## config.mk

```make
export PLATFORM = sky130hd
export DESIGN_NAME = port_group
export DESIGN_NICKNAME = d
export VERILOG_FILES = /design/src/rtl/port_group.v
export VERILOG_INCLUDE_DIRS = /design/src /design/src/inc
export SDC_FILE = /design/constraint.sdc
export NUM_CORES = 1
export LEC_CHECK = 0
export BUFFER_PORTS_ARGS = -buffer_cell sky130_fd_sc_hd__buf_4
export CORE_AREA = 2 2 153 214
export DETAILED_ROUTE_END_ITERATION = 6
export DIE_AREA = 0 0 155 216
export GPL_TIMING_DRIVEN = 0
export PLACE_DENSITY_LB_ADDON = 0.08
export SETUP_SLACK_MARGIN = 0.3
export SKIP_LAST_GASP = 1
export SYNTH_ARGS = -nofsm -noshare
export SYNTH_HDL_FRONTEND = slang
export SYNTH_SLANG_ARGS = --single-unit
export TNS_END_PERCENT = 100
```

## constraint.sdc

```tcl
create_clock -name clk -period 1.6 [get_ports clk]
set_input_delay 0 -clock clk [delete_from_list [all_inputs] [get_ports clk]]
set_output_delay 0 -clock clk [all_outputs]
set_load 0.01 [all_outputs]
```

## src/inc/port_group_regs.vh

```
// Register offsets, field positions, reset values and timing counts of the port groups
`ifndef PORT_GROUP_REGS_VH
`define PORT_GROUP_REGS_VH

`define PG_ADDR_W        5
`define PG_DATA_W        16
`define PG_PINS          8
`define PG_GROUPS        2

`define PG_GROUP_BIT     3
`define PG_GROUP0_BASE   5'h00
`define PG_GROUP1_BASE   5'h08

`define PG_REG_DATA      3'h0
`define PG_REG_IOEN      3'h1
`define PG_REG_PULL      3'h2
`define PG_REG_FLAGS     3'h3
`define PG_REG_IRQCTL    3'h4
`define PG_REG_DEBOUNCE  3'h5
`define PG_REG_MODE      3'h6
`define PG_REG_FUNC      3'h7

`define PG_HI_MSB        15
`define PG_HI_LSB        8
`define PG_LO_MSB        7
`define PG_LO_LSB        0

`define PG_RESET_VALUE   16'h0000
`define PG_BYTE_ZERO     8'h00

`define PG_FUNC_GLUE     2'h0
`define PG_FUNC_ROUTER   2'h1
`define PG_FUNC_ALT2     2'h2
`define PG_FUNC_ALT3     2'h3

`define PG_G0_AVAIL_F0   8'hFF
`define PG_G0_AVAIL_F1   8'hFF
`define PG_G0_AVAIL_F2   8'h00
`define PG_G0_AVAIL_F3   8'h00
`define PG_G1_AVAIL_F0   8'hBF
`define PG_G1_AVAIL_F1   8'hFF
`define PG_G1_AVAIL_F2   8'h04
`define PG_G1_AVAIL_F3   8'hF8

`define PG_CLK_PERIOD_NS 10
`define PG_DEB_SAMPLE_NS 160
`define PG_DEB_DIV       (`PG_DEB_SAMPLE_NS / `PG_CLK_PERIOD_NS)

`endif

```

## src/rtl/port_group.v

```verilog
// Two eight-pin port groups: registers, pin routing, debounce and edge interrupts
//
// Behaviour
// - Group zero: eight GPIO pins with interrupts
// - Group one: same GPIO and interrupt set
// - Flags low byte, write one clears
// - Mode bit: zero GPIO, one peripheral
// - Irq control: edge high, enable low
// - Pull control: direction high, enable low
// - Group zero codes zero and one routing
// - Group zero codes two, three unassigned
// - Group one code zero routing except pin six, code one routing
// - Group one code two routing pin two only, code three pins three to seven
// - Function code acts only in peripheral mode
// - Debounce bit one filters, zero bypasses
//
// The register addresses and the address-and-strobe port were left to the implementer.
`timescale 1ns/1ps
`include "port_group_regs.vh"

module port_group #(
  parameter DEB_DIV = `PG_DEB_DIV
) (
  input  wire                   clk,
  input  wire                   resetn,
  input  wire [`PG_ADDR_W-1:0]  regAddr,
  input  wire [`PG_DATA_W-1:0]  regWdata,
  input  wire                   regWr,
  input  wire                   regRd,
  output reg  [`PG_DATA_W-1:0]  regRdata,
  output reg                    irq,
  input  wire [15:0]            padIn,
  output reg  [15:0]            padOut,
  output reg  [15:0]            padOe,
  output reg  [15:0]            padPullOn,
  output reg  [15:0]            padPullDir,
  input  wire [15:0]            fn0Out,
  input  wire [15:0]            fn0Oe,
  input  wire [15:0]            fn1Out,
  input  wire [15:0]            fn1Oe,
  input  wire [15:0]            fn2Out,
  input  wire [15:0]            fn2Oe,
  input  wire [15:0]            fn3Out,
  input  wire [15:0]            fn3Oe,
  output reg  [15:0]            fn0In,
  output reg  [15:0]            fn1In,
  output reg  [15:0]            fn2In,
  output reg  [15:0]            fn3In
);

  localparam NPINS = `PG_PINS * `PG_GROUPS;

  reg  [15:0] outVal_q;
  reg  [15:0] inBufOn_q;
  reg  [15:0] drvOn_q;
  reg  [15:0] pullDir_q;
  reg  [15:0] pullOn_q;
  reg  [15:0] flag_q;
  reg  [15:0] edge_q;
  reg  [15:0] irqEn_q;
  reg  [15:0] debOn_q;
  reg  [15:0] mode_q;
  reg  [31:0] func_q;
  reg  [15:0] sync1_q;
  reg  [15:0] sync2_q;
  reg  [15:0] samp_q;
  reg  [15:0] filt_q;
  reg  [15:0] level_q;
  reg  [15:0] prevLevel_q;
  reg  [15:0] divCnt_q;
  reg  [15:0] divCnt_d;
  reg         tick_q;

  wire [15:0] availF0 = {`PG_G1_AVAIL_F0, `PG_G0_AVAIL_F0};
  wire [15:0] availF1 = {`PG_G1_AVAIL_F1, `PG_G0_AVAIL_F1};
  wire [15:0] availF2 = {`PG_G1_AVAIL_F2, `PG_G0_AVAIL_F2};
  wire [15:0] availF3 = {`PG_G1_AVAIL_F3, `PG_G0_AVAIL_F3};

  wire        grp    = regAddr[`PG_GROUP_BIT];
  wire        mapped = (regAddr[`PG_ADDR_W-1:`PG_GROUP_BIT+1] == 1'b0);
  wire [2:0]  sel    = regAddr[2:0];
  wire        wrHit  = regWr & mapped;
  wire [15:0] inLevel = level_q & inBufOn_q;

  // Debounce sample tick; filter time trades pin latency against noise rejection
  always @*
  begin
    divCnt_d = divCnt_q + 16'h0001;
    if (divCnt_q >= DEB_DIV[15:0] - 16'h0001)
    begin
      divCnt_d = 16'h0000;
    end
  end

  always @(posedge clk)
  begin
    if (!resetn)
    begin
      divCnt_q <= 16'h0000;
      tick_q   <= 1'b0;
    end
    else
    begin
      divCnt_q <= divCnt_d;
      tick_q   <= (divCnt_d == 16'h0000);
    end
  end

  // Register writes, one group selected by the address
  always @(posedge clk)
  begin
    if (!resetn)
    begin
      outVal_q  <= `PG_RESET_VALUE;
      inBufOn_q <= `PG_RESET_VALUE;
      drvOn_q   <= `PG_RESET_VALUE;
      pullDir_q <= `PG_RESET_VALUE;
      pullOn_q  <= `PG_RESET_VALUE;
      edge_q    <= `PG_RESET_VALUE;
      irqEn_q   <= `PG_RESET_VALUE;
      debOn_q   <= `PG_RESET_VALUE;
      mode_q    <= `PG_RESET_VALUE;
      func_q    <= 32'h00000000;
    end
    else if (wrHit)
    begin
      case (sel)
        `PG_REG_DATA:
        begin
          // Low byte is the pin level view; writes there are dropped
          if (grp)
          begin
            outVal_q[15:8] <= regWdata[`PG_HI_MSB:`PG_HI_LSB];
          end
          else
          begin
            outVal_q[7:0] <= regWdata[`PG_HI_MSB:`PG_HI_LSB];
          end
        end
        `PG_REG_IOEN:
        begin
          if (grp)
          begin
            inBufOn_q[15:8] <= regWdata[`PG_HI_MSB:`PG_HI_LSB];
            drvOn_q[15:8]   <= regWdata[`PG_LO_MSB:`PG_LO_LSB];
          end
          else
          begin
            inBufOn_q[7:0] <= regWdata[`PG_HI_MSB:`PG_HI_LSB];
            drvOn_q[7:0]   <= regWdata[`PG_LO_MSB:`PG_LO_LSB];
          end
        end
        `PG_REG_PULL:
        begin
          if (grp)
          begin
            pullDir_q[15:8] <= regWdata[`PG_HI_MSB:`PG_HI_LSB];
            pullOn_q[15:8]  <= regWdata[`PG_LO_MSB:`PG_LO_LSB];
          end
          else
          begin
            pullDir_q[7:0] <= regWdata[`PG_HI_MSB:`PG_HI_LSB];
            pullOn_q[7:0]  <= regWdata[`PG_LO_MSB:`PG_LO_LSB];
          end
        end
        `PG_REG_IRQCTL:
        begin
          if (grp)
          begin
            edge_q[15:8]  <= regWdata[`PG_HI_MSB:`PG_HI_LSB];
            irqEn_q[15:8] <= regWdata[`PG_LO_MSB:`PG_LO_LSB];
          end
          else
          begin
            edge_q[7:0]  <= regWdata[`PG_HI_MSB:`PG_HI_LSB];
            irqEn_q[7:0] <= regWdata[`PG_LO_MSB:`PG_LO_LSB];
          end
        end
        `PG_REG_DEBOUNCE:
        begin
          if (grp)
          begin
            debOn_q[15:8] <= regWdata[`PG_LO_MSB:`PG_LO_LSB];
          end
          else
          begin
            debOn_q[7:0] <= regWdata[`PG_LO_MSB:`PG_LO_LSB];
          end
        end
        `PG_REG_MODE:
        begin
          if (grp)
          begin
            mode_q[15:8] <= regWdata[`PG_LO_MSB:`PG_LO_LSB];
          end
          else
          begin
            mode_q[7:0] <= regWdata[`PG_LO_MSB:`PG_LO_LSB];
          end
        end
        `PG_REG_FUNC:
        begin
          // Pin y owns code bits 2y+1:2y of its group's half
          if (grp)
          begin
            func_q[31:16] <= regWdata;
          end
          else
          begin
            func_q[15:0] <= regWdata;
          end
        end
        default:
        begin
          outVal_q <= outVal_q;
        end
      endcase
    end
  end

  // Per-pin input path, edge flags and routing; both groups share one structure
  genvar i;
  generate
    for (i = 0; i < NPINS; i = i + 1)
    begin : pin
      wire [1:0] code   = func_q[2*i+1:2*i];
      wire       isPeri = mode_q[i];
      wire       rise   = level_q[i] & ~prevLevel_q[i];
      wire       fall   = ~level_q[i] & prevLevel_q[i];
      wire       hit    = irqEn_q[i] & (edge_q[i] ? fall : rise);
      wire       clrHit = wrHit & (sel == `PG_REG_FLAGS) & (grp == (i >= `PG_PINS))
                          & regWdata[i % `PG_PINS];
      wire       av0    = availF0[i];
      wire       av1    = availF1[i];
      wire       av2    = availF2[i];
      wire       av3    = availF3[i];

      // First stage feeds only the second; the filter needs two equal samples on successive ticks
      always @(posedge clk)
      begin
        if (!resetn)
        begin
          sync1_q[i]     <= 1'b0;
          sync2_q[i]     <= 1'b0;
          samp_q[i]      <= 1'b0;
          filt_q[i]      <= 1'b0;
          level_q[i]     <= 1'b0;
          prevLevel_q[i] <= 1'b0;
          flag_q[i]      <= 1'b0;
        end
        else
        begin
          sync1_q[i] <= padIn[i];
          sync2_q[i] <= sync1_q[i];
          if (tick_q)
          begin
            samp_q[i] <= sync2_q[i];
            if (samp_q[i] == sync2_q[i])
            begin
              filt_q[i] <= samp_q[i];
            end
          end
          level_q[i]     <= debOn_q[i] ? filt_q[i] : sync2_q[i];
          prevLevel_q[i] <= level_q[i];
          // A new edge beats a clear in the same cycle
          flag_q[i]      <= hit | (flag_q[i] & ~clrHit);
        end
      end

      // Pad drive and peripheral input routing, all registered
      always @(posedge clk)
      begin
        if (!resetn)
        begin
          padOut[i]     <= 1'b0;
          padOe[i]      <= 1'b0;
          padPullOn[i]  <= 1'b0;
          padPullDir[i] <= 1'b0;
          fn0In[i]      <= 1'b0;
          fn1In[i]      <= 1'b0;
          fn2In[i]      <= 1'b0;
          fn3In[i]      <= 1'b0;
        end
        else
        begin
          padPullOn[i]  <= pullOn_q[i];
          padPullDir[i] <= pullDir_q[i];
          if (!isPeri)
          begin
            padOut[i] <= outVal_q[i];
            padOe[i]  <= drvOn_q[i];
          end
          else
          begin
            // Unassigned codes leave the pad low and undriven
            case (code)
              `PG_FUNC_GLUE:
              begin
                padOut[i] <= av0 & fn0Out[i];
                padOe[i]  <= av0 & fn0Oe[i];
              end
              `PG_FUNC_ROUTER:
              begin
                padOut[i] <= av1 & fn1Out[i];
                padOe[i]  <= av1 & fn1Oe[i];
              end
              `PG_FUNC_ALT2:
              begin
                padOut[i] <= av2 & fn2Out[i];
                padOe[i]  <= av2 & fn2Oe[i];
              end
              default:
              begin
                padOut[i] <= av3 & fn3Out[i];
                padOe[i]  <= av3 & fn3Oe[i];
              end
            endcase
          end
          // Unselected or unassigned functions see a quiet low input
          fn0In[i] <= isPeri & (code == `PG_FUNC_GLUE) & av0 & level_q[i];
          fn1In[i] <= isPeri & (code == `PG_FUNC_ROUTER) & av1 & level_q[i];
          fn2In[i] <= isPeri & (code == `PG_FUNC_ALT2) & av2 & level_q[i];
          fn3In[i] <= isPeri & (code == `PG_FUNC_ALT3) & av3 & level_q[i];
        end
      end
    end
  endgenerate

  // Read data one cycle after the strobe; unmapped and idle cycles read zero
  always @(posedge clk)
  begin
    if (!resetn)
    begin
      regRdata <= `PG_RESET_VALUE;
      irq      <= 1'b0;
    end
    else
    begin
      irq <= |(flag_q & irqEn_q);
      regRdata <= `PG_RESET_VALUE;
      if (regRd && mapped)
      begin
        case (sel)
          `PG_REG_DATA:
            regRdata <= grp ? {outVal_q[15:8], inLevel[15:8]}
                            : {outVal_q[7:0], inLevel[7:0]};
          `PG_REG_IOEN:
            regRdata <= grp ? {inBufOn_q[15:8], drvOn_q[15:8]}
                            : {inBufOn_q[7:0], drvOn_q[7:0]};
          `PG_REG_PULL:
            regRdata <= grp ? {pullDir_q[15:8], pullOn_q[15:8]}
                            : {pullDir_q[7:0], pullOn_q[7:0]};
          `PG_REG_FLAGS:
            regRdata <= grp ? {`PG_BYTE_ZERO, flag_q[15:8]}
                            : {`PG_BYTE_ZERO, flag_q[7:0]};
          `PG_REG_IRQCTL:
            regRdata <= grp ? {edge_q[15:8], irqEn_q[15:8]}
                            : {edge_q[7:0], irqEn_q[7:0]};
          `PG_REG_DEBOUNCE:
            regRdata <= grp ? {`PG_BYTE_ZERO, debOn_q[15:8]}
                            : {`PG_BYTE_ZERO, debOn_q[7:0]};
          `PG_REG_MODE:
            regRdata <= grp ? {`PG_BYTE_ZERO, mode_q[15:8]}
                            : {`PG_BYTE_ZERO, mode_q[7:0]};
          // Function register: every pin's code bits read back
          default:
            regRdata <= grp ? func_q[31:16] : func_q[15:0];
        endcase
      end
    end
  end

endmodule

```

==> impl_metrics.py <==
metrics = {
    "yosys": {
        "netlist_area_sq_um": 17400,
        "synth-seq-cells": 423,
        "syn_inst": 1921,
        "avgSynthCellArea_sq_um": 9.08,
        "yosys.cell_types.count": 61,
        "yosys_most_used_dff": "sky130_fd_sc_hd__dfxtp_1",
        "fraction_of_synthesis_flops_using_an_asynchronous_set_or_reset_pin_pct": 0,
        "synth_enable_flop_cells": 0,
        "synth_seq_area_share_pct": 48.5,
        "synth_warn": 0,
    },
    "routing": {
        "wire_per_inst_um": 25.4,
        "first_iter_violations": 1312,
        "dr.max_layer_used": "met4",
        "drc_errors": 0,
        "antenna_violating_nets_post_route": 0,
        "routed_wl_um": 70500,
        "detailed_route_wirelength_on_metal2_um": 33800,
        "vias": 16328,
        "post_drt_via_cell_ratio": 5.89,
        "wl_met3_um": 5790,
        "drt_pre_antenna_iters": 6,
        "m1WireLength_um": 24500,
    },
    "sta": {
        "rsz0062_at_grt": "true",
        "timing.setup.tns_ps": 0,
        "hold_viol": 0,
        "timing.final.max_slew_violations": 0,
        "post-route-period-util_pct": 85.6,
        "timing.final.crit_period_ps": 1370,
        "report.final.setup_viol": 0,
        "maxClockFrequency_mhz": 730,
        "tightest_slew_ps": 1020,
        "clock_skew_ps": 23.8,
        "slew_headroom_pct": 31.8,
    },
    "cts": {
        "cts.reportedPaths.clkPinSlew_ps": 60,
        "clk_path_buf_depth": 3,
        "clk-insertion-delay-late_ps": 570,
        "cts_inserted_buffers": 40,
        "clkSinkCount": 423,
        "ctsRootBufferMaster": "sky130_fd_sc_hd__clkbuf_16",
        "tritoncts": "built",
        "clock_tree.htree_level_count": 2,
    },
    "global_routing": {
        "grt_pass1_vias": 16327,
        "grt_remaining_overflow": 0,
        "grt_usage_pct": 41.0,
        "grt_antenna_before_repair": 2,
        "grt_start_max_net_pins": 17,
        "global_route_wire_length_before_repair_um": 101000,
    },
    "worst_setup_path": {
        "timing.reg2reg.worst_path_depth": 5,
        "setup.worst_path.end": "irqEn_q[3]$_SDFFE_PN0P_",
        "crit_path_start": "regAddr[0]",
        "worst-setup-path-type": "in -> reg",
        "worstSetupEndpointType": "flop",
        "worst_r2r_setup_slack_ps": 240,
        "arrival_ps": 1830,
        "worst-path-max-fanout": 10,
        "timing.critical_path.from_type": "input port",
        "worst-endpoint-required_ps": 2060,
        "regToRegStartpoint": "irqEn_q[1]$_SDFFE_PN0P_",
        "rr_endpoint": "regRdata[1]$_SDFF_PN0_",
    },
    "die": {
        "core.rowCount": 77,
        "fp.dieArea_sq_um": 33500,
        "initial_utilization_pct": 55.4,
        "core_area_sq_um": 31500,
        "chipHeight_um": 216,
        "die_w_um": 155,
        "ioPinCount": 314,
    },
    "pwr": {
        "overall_power_after_layout_mw": 22.0,
        "power.leakage_nw": 8.86,
        "powerDensity_nw_per_um2": 962,
        "power.ir.vdd_worst_mv": 1.07,
    },
    "final_layout": {
        "register_name_with_the_most_flops": "func_q",
        "final_layout_size_suffix_gt1_share_pct": 24.2,
        "nNetsFinal": 2515,
        "area_growth_pct": 31.0,
        "flip_flop_count_of_the_largest_register_all_copies_and_words_added": 32,
    },
    "flow_run": {
        "drv_cap": 0,
    },
    "place": {
        "place.detailed.hpwl_um": 51200,
        "port_buffers": 223,
        "routabilityCongestion": 1.02,
    },
    "outcome": {
        "status": "finished clean",
    },
    "worst_hold_path": {
        "hold_class": "in -> reg",
    },
}
-- worst min path at each step --
stage	startpoint	endpoint	slack (ps)	cells after the start
finish	regAddr[2]	edge_q[9]$_SDFFE_PN0P_	60	5
global route	regWdata[11]	edge_q[11]$_SDFFE_PN0P_	40	3
global placement	padIn[1]	sync1_q[1]$_SDFF_PN0_	210	2
CTS	regAddr[4]	outVal_q[5]$_SDFFE_PN0P_	10	5
floorplan	padIn[0]	sync1_q[0]$_SDFF_PN0_	130	1
detailed placement	padIn[1]	sync1_q[1]$_SDFF_PN0_	210	2
-- cell families after synthesis --
group	Yosys count	share of synthesized area [%]
other cells	1	0.0215
fa+ha+maj	1	0.0717
xor+xnor	2	0.100
compound gates	444	17.5
simple gates	707	19.8
flops	423	48.5
buf+inv	196	5.27
mux	147	8.60
-- synth_stat cells (4+ instances only) --
cell type                    n  area share, %
sky130_fd_sc_hd__dfxtp_1   423             49
sky130_fd_sc_hd__nand2_1   361            7.8
sky130_fd_sc_hd__a21boi_0  169            7.3
sky130_fd_sc_hd__mux2i_1   124            7.1
sky130_fd_sc_hd__and2_1    102            3.7
sky130_fd_sc_hd__o21ai_0   100            2.9
sky130_fd_sc_hd__clkbuf_1   98            2.1
sky130_fd_sc_hd__nor2b_1    74            2.7
sky130_fd_sc_hd__nor2_1     54            1.2
sky130_fd_sc_hd__a22oi_1    44            1.9
sky130_fd_sc_hd__o22ai_1    39            1.4
sky130_fd_sc_hd__buf_4      34            1.5
sky130_fd_sc_hd__buf_2      33           0.95
sky130_fd_sc_hd__nand3_1    29           0.83
sky130_fd_sc_hd__inv_1      27           0.58
sky130_fd_sc_hd__mux2_2     23            1.5
sky130_fd_sc_hd__a21o_1     16           0.69
sky130_fd_sc_hd__nor3b_1    16           0.69
sky130_fd_sc_hd__a21oi_1    15           0.43
sky130_fd_sc_hd__a221oi_1   15           0.75
sky130_fd_sc_hd__nand2b_1   13           0.47
sky130_fd_sc_hd__nor3_1     12           0.34
sky130_fd_sc_hd__and4b_1    10           0.57
sky130_fd_sc_hd__o211a_1    10           0.57
sky130_fd_sc_hd__a21boi_1    7           0.30
sky130_fd_sc_hd__a211oi_1    5           0.22
sky130_fd_sc_hd__a32oi_1     5           0.25
sky130_fd_sc_hd__and3_1      5           0.18
sky130_fd_sc_hd__nor2_4      5           0.32
sky130_fd_sc_hd__nor2_2      4           0.14
sky130_fd_sc_hd__o221ai_1    4           0.20
-- stage by stage --
stage / setup slack (ps) / hold WS (ps) / instances / util, % / instance area, sq um
global route: 174 / 44.5 / 2771 / 72.5 / 22900
floorplan: 309 / 127 / 1959 / - / 17600
detailed placement: -885 / 212 / 2577 / 62.7 / 19800
global placement: -832 / 207 / 2577 / 62.7 / 19800
CTS: 199 / 10.8 / 2757 / 71.1 / 22400
finish: 231 / 61.8 / 2772 / 72.5 / 22900
-- per-layer routing --
layer / vias to the layer above / track usage (%)
met5: - / 0
met3: 311 / 8.27
met2: 978 / 69.5
met1: 7712 / 44.7
li1: 7327 / -
met4: 0 / 31.5
-- cell type report --
class	instances	area (sq um)
Fill cell	2268	8650
Sequential cell	423	8600
Multi-Input combinational cell	1340	8580
Timing Repair Buffer	344	2840
Clock buffer	56	1150
Buffer	169	961
Tap cell	395	494
Clock inverter	17	125
Inverter	27	101
Antenna cell	1	2.50
-- where the power goes --
group	internal [mW]	total [mW]	switching, mW
Sequential	10.6	10.7	0.112
Clock	5.23	9.40	4.18
Combinational	0.787	1.83	1.05
Total	16.6	22.0	5.34
-- timing repair --
action,4_1_cts,5_1_grt
endpoints found under the setup margin,150,135
hold buffers,102,1
buffers inserted,5,13
pin swaps,10,18
endpoints found under the hold margin,112,1
gates cloned,0,0
gates resized for setup,125,153
-- placed cells by master, fill, tap and decap left out, types with 26 or more instances in the layout --
cell type | netlist | layout
sky130_fd_sc_hd__nand2_1 | 361 | 359
sky130_fd_sc_hd__dfxtp_1 | 423 | 357
sky130_fd_sc_hd__buf_4 | 34 | 285
sky130_fd_sc_hd__a21boi_0 | 169 | 169
sky130_fd_sc_hd__mux2i_1 | 124 | 118
sky130_fd_sc_hd__dlygate4sd3_1 | 0 | 103
sky130_fd_sc_hd__and2_1 | 102 | 102
sky130_fd_sc_hd__o21ai_0 | 100 | 82
sky130_fd_sc_hd__nor2b_1 | 74 | 71
sky130_fd_sc_hd__clkbuf_1 | 98 | 69
sky130_fd_sc_hd__nor2_1 | 54 | 51
sky130_fd_sc_hd__dfxtp_2 | 0 | 47
sky130_fd_sc_hd__clkbuf_16 | 0 | 41
sky130_fd_sc_hd__a22oi_1 | 44 | 39
sky130_fd_sc_hd__o22ai_1 | 39 | 39
sky130_fd_sc_hd__conb_1 | 1 | 39
sky130_fd_sc_hd__nand3_1 | 29 | 29
sky130_fd_sc_hd__clkbuf_2 | 0 | 27
sky130_fd_sc_hd__inv_1 | 27 | 26
-- critical path: stages --
cell                       delay (ps)
sky130_fd_sc_hd__buf_4            130
sky130_fd_sc_hd__buf_4            230
sky130_fd_sc_hd__buf_2            340
sky130_fd_sc_hd__nor3b_2          130
sky130_fd_sc_hd__nand2_1          250
sky130_fd_sc_hd__buf_2            420
sky130_fd_sc_hd__nand2_1           90
sky130_fd_sc_hd__a21boi_0         230
Power figures use the tool's default switching activity.
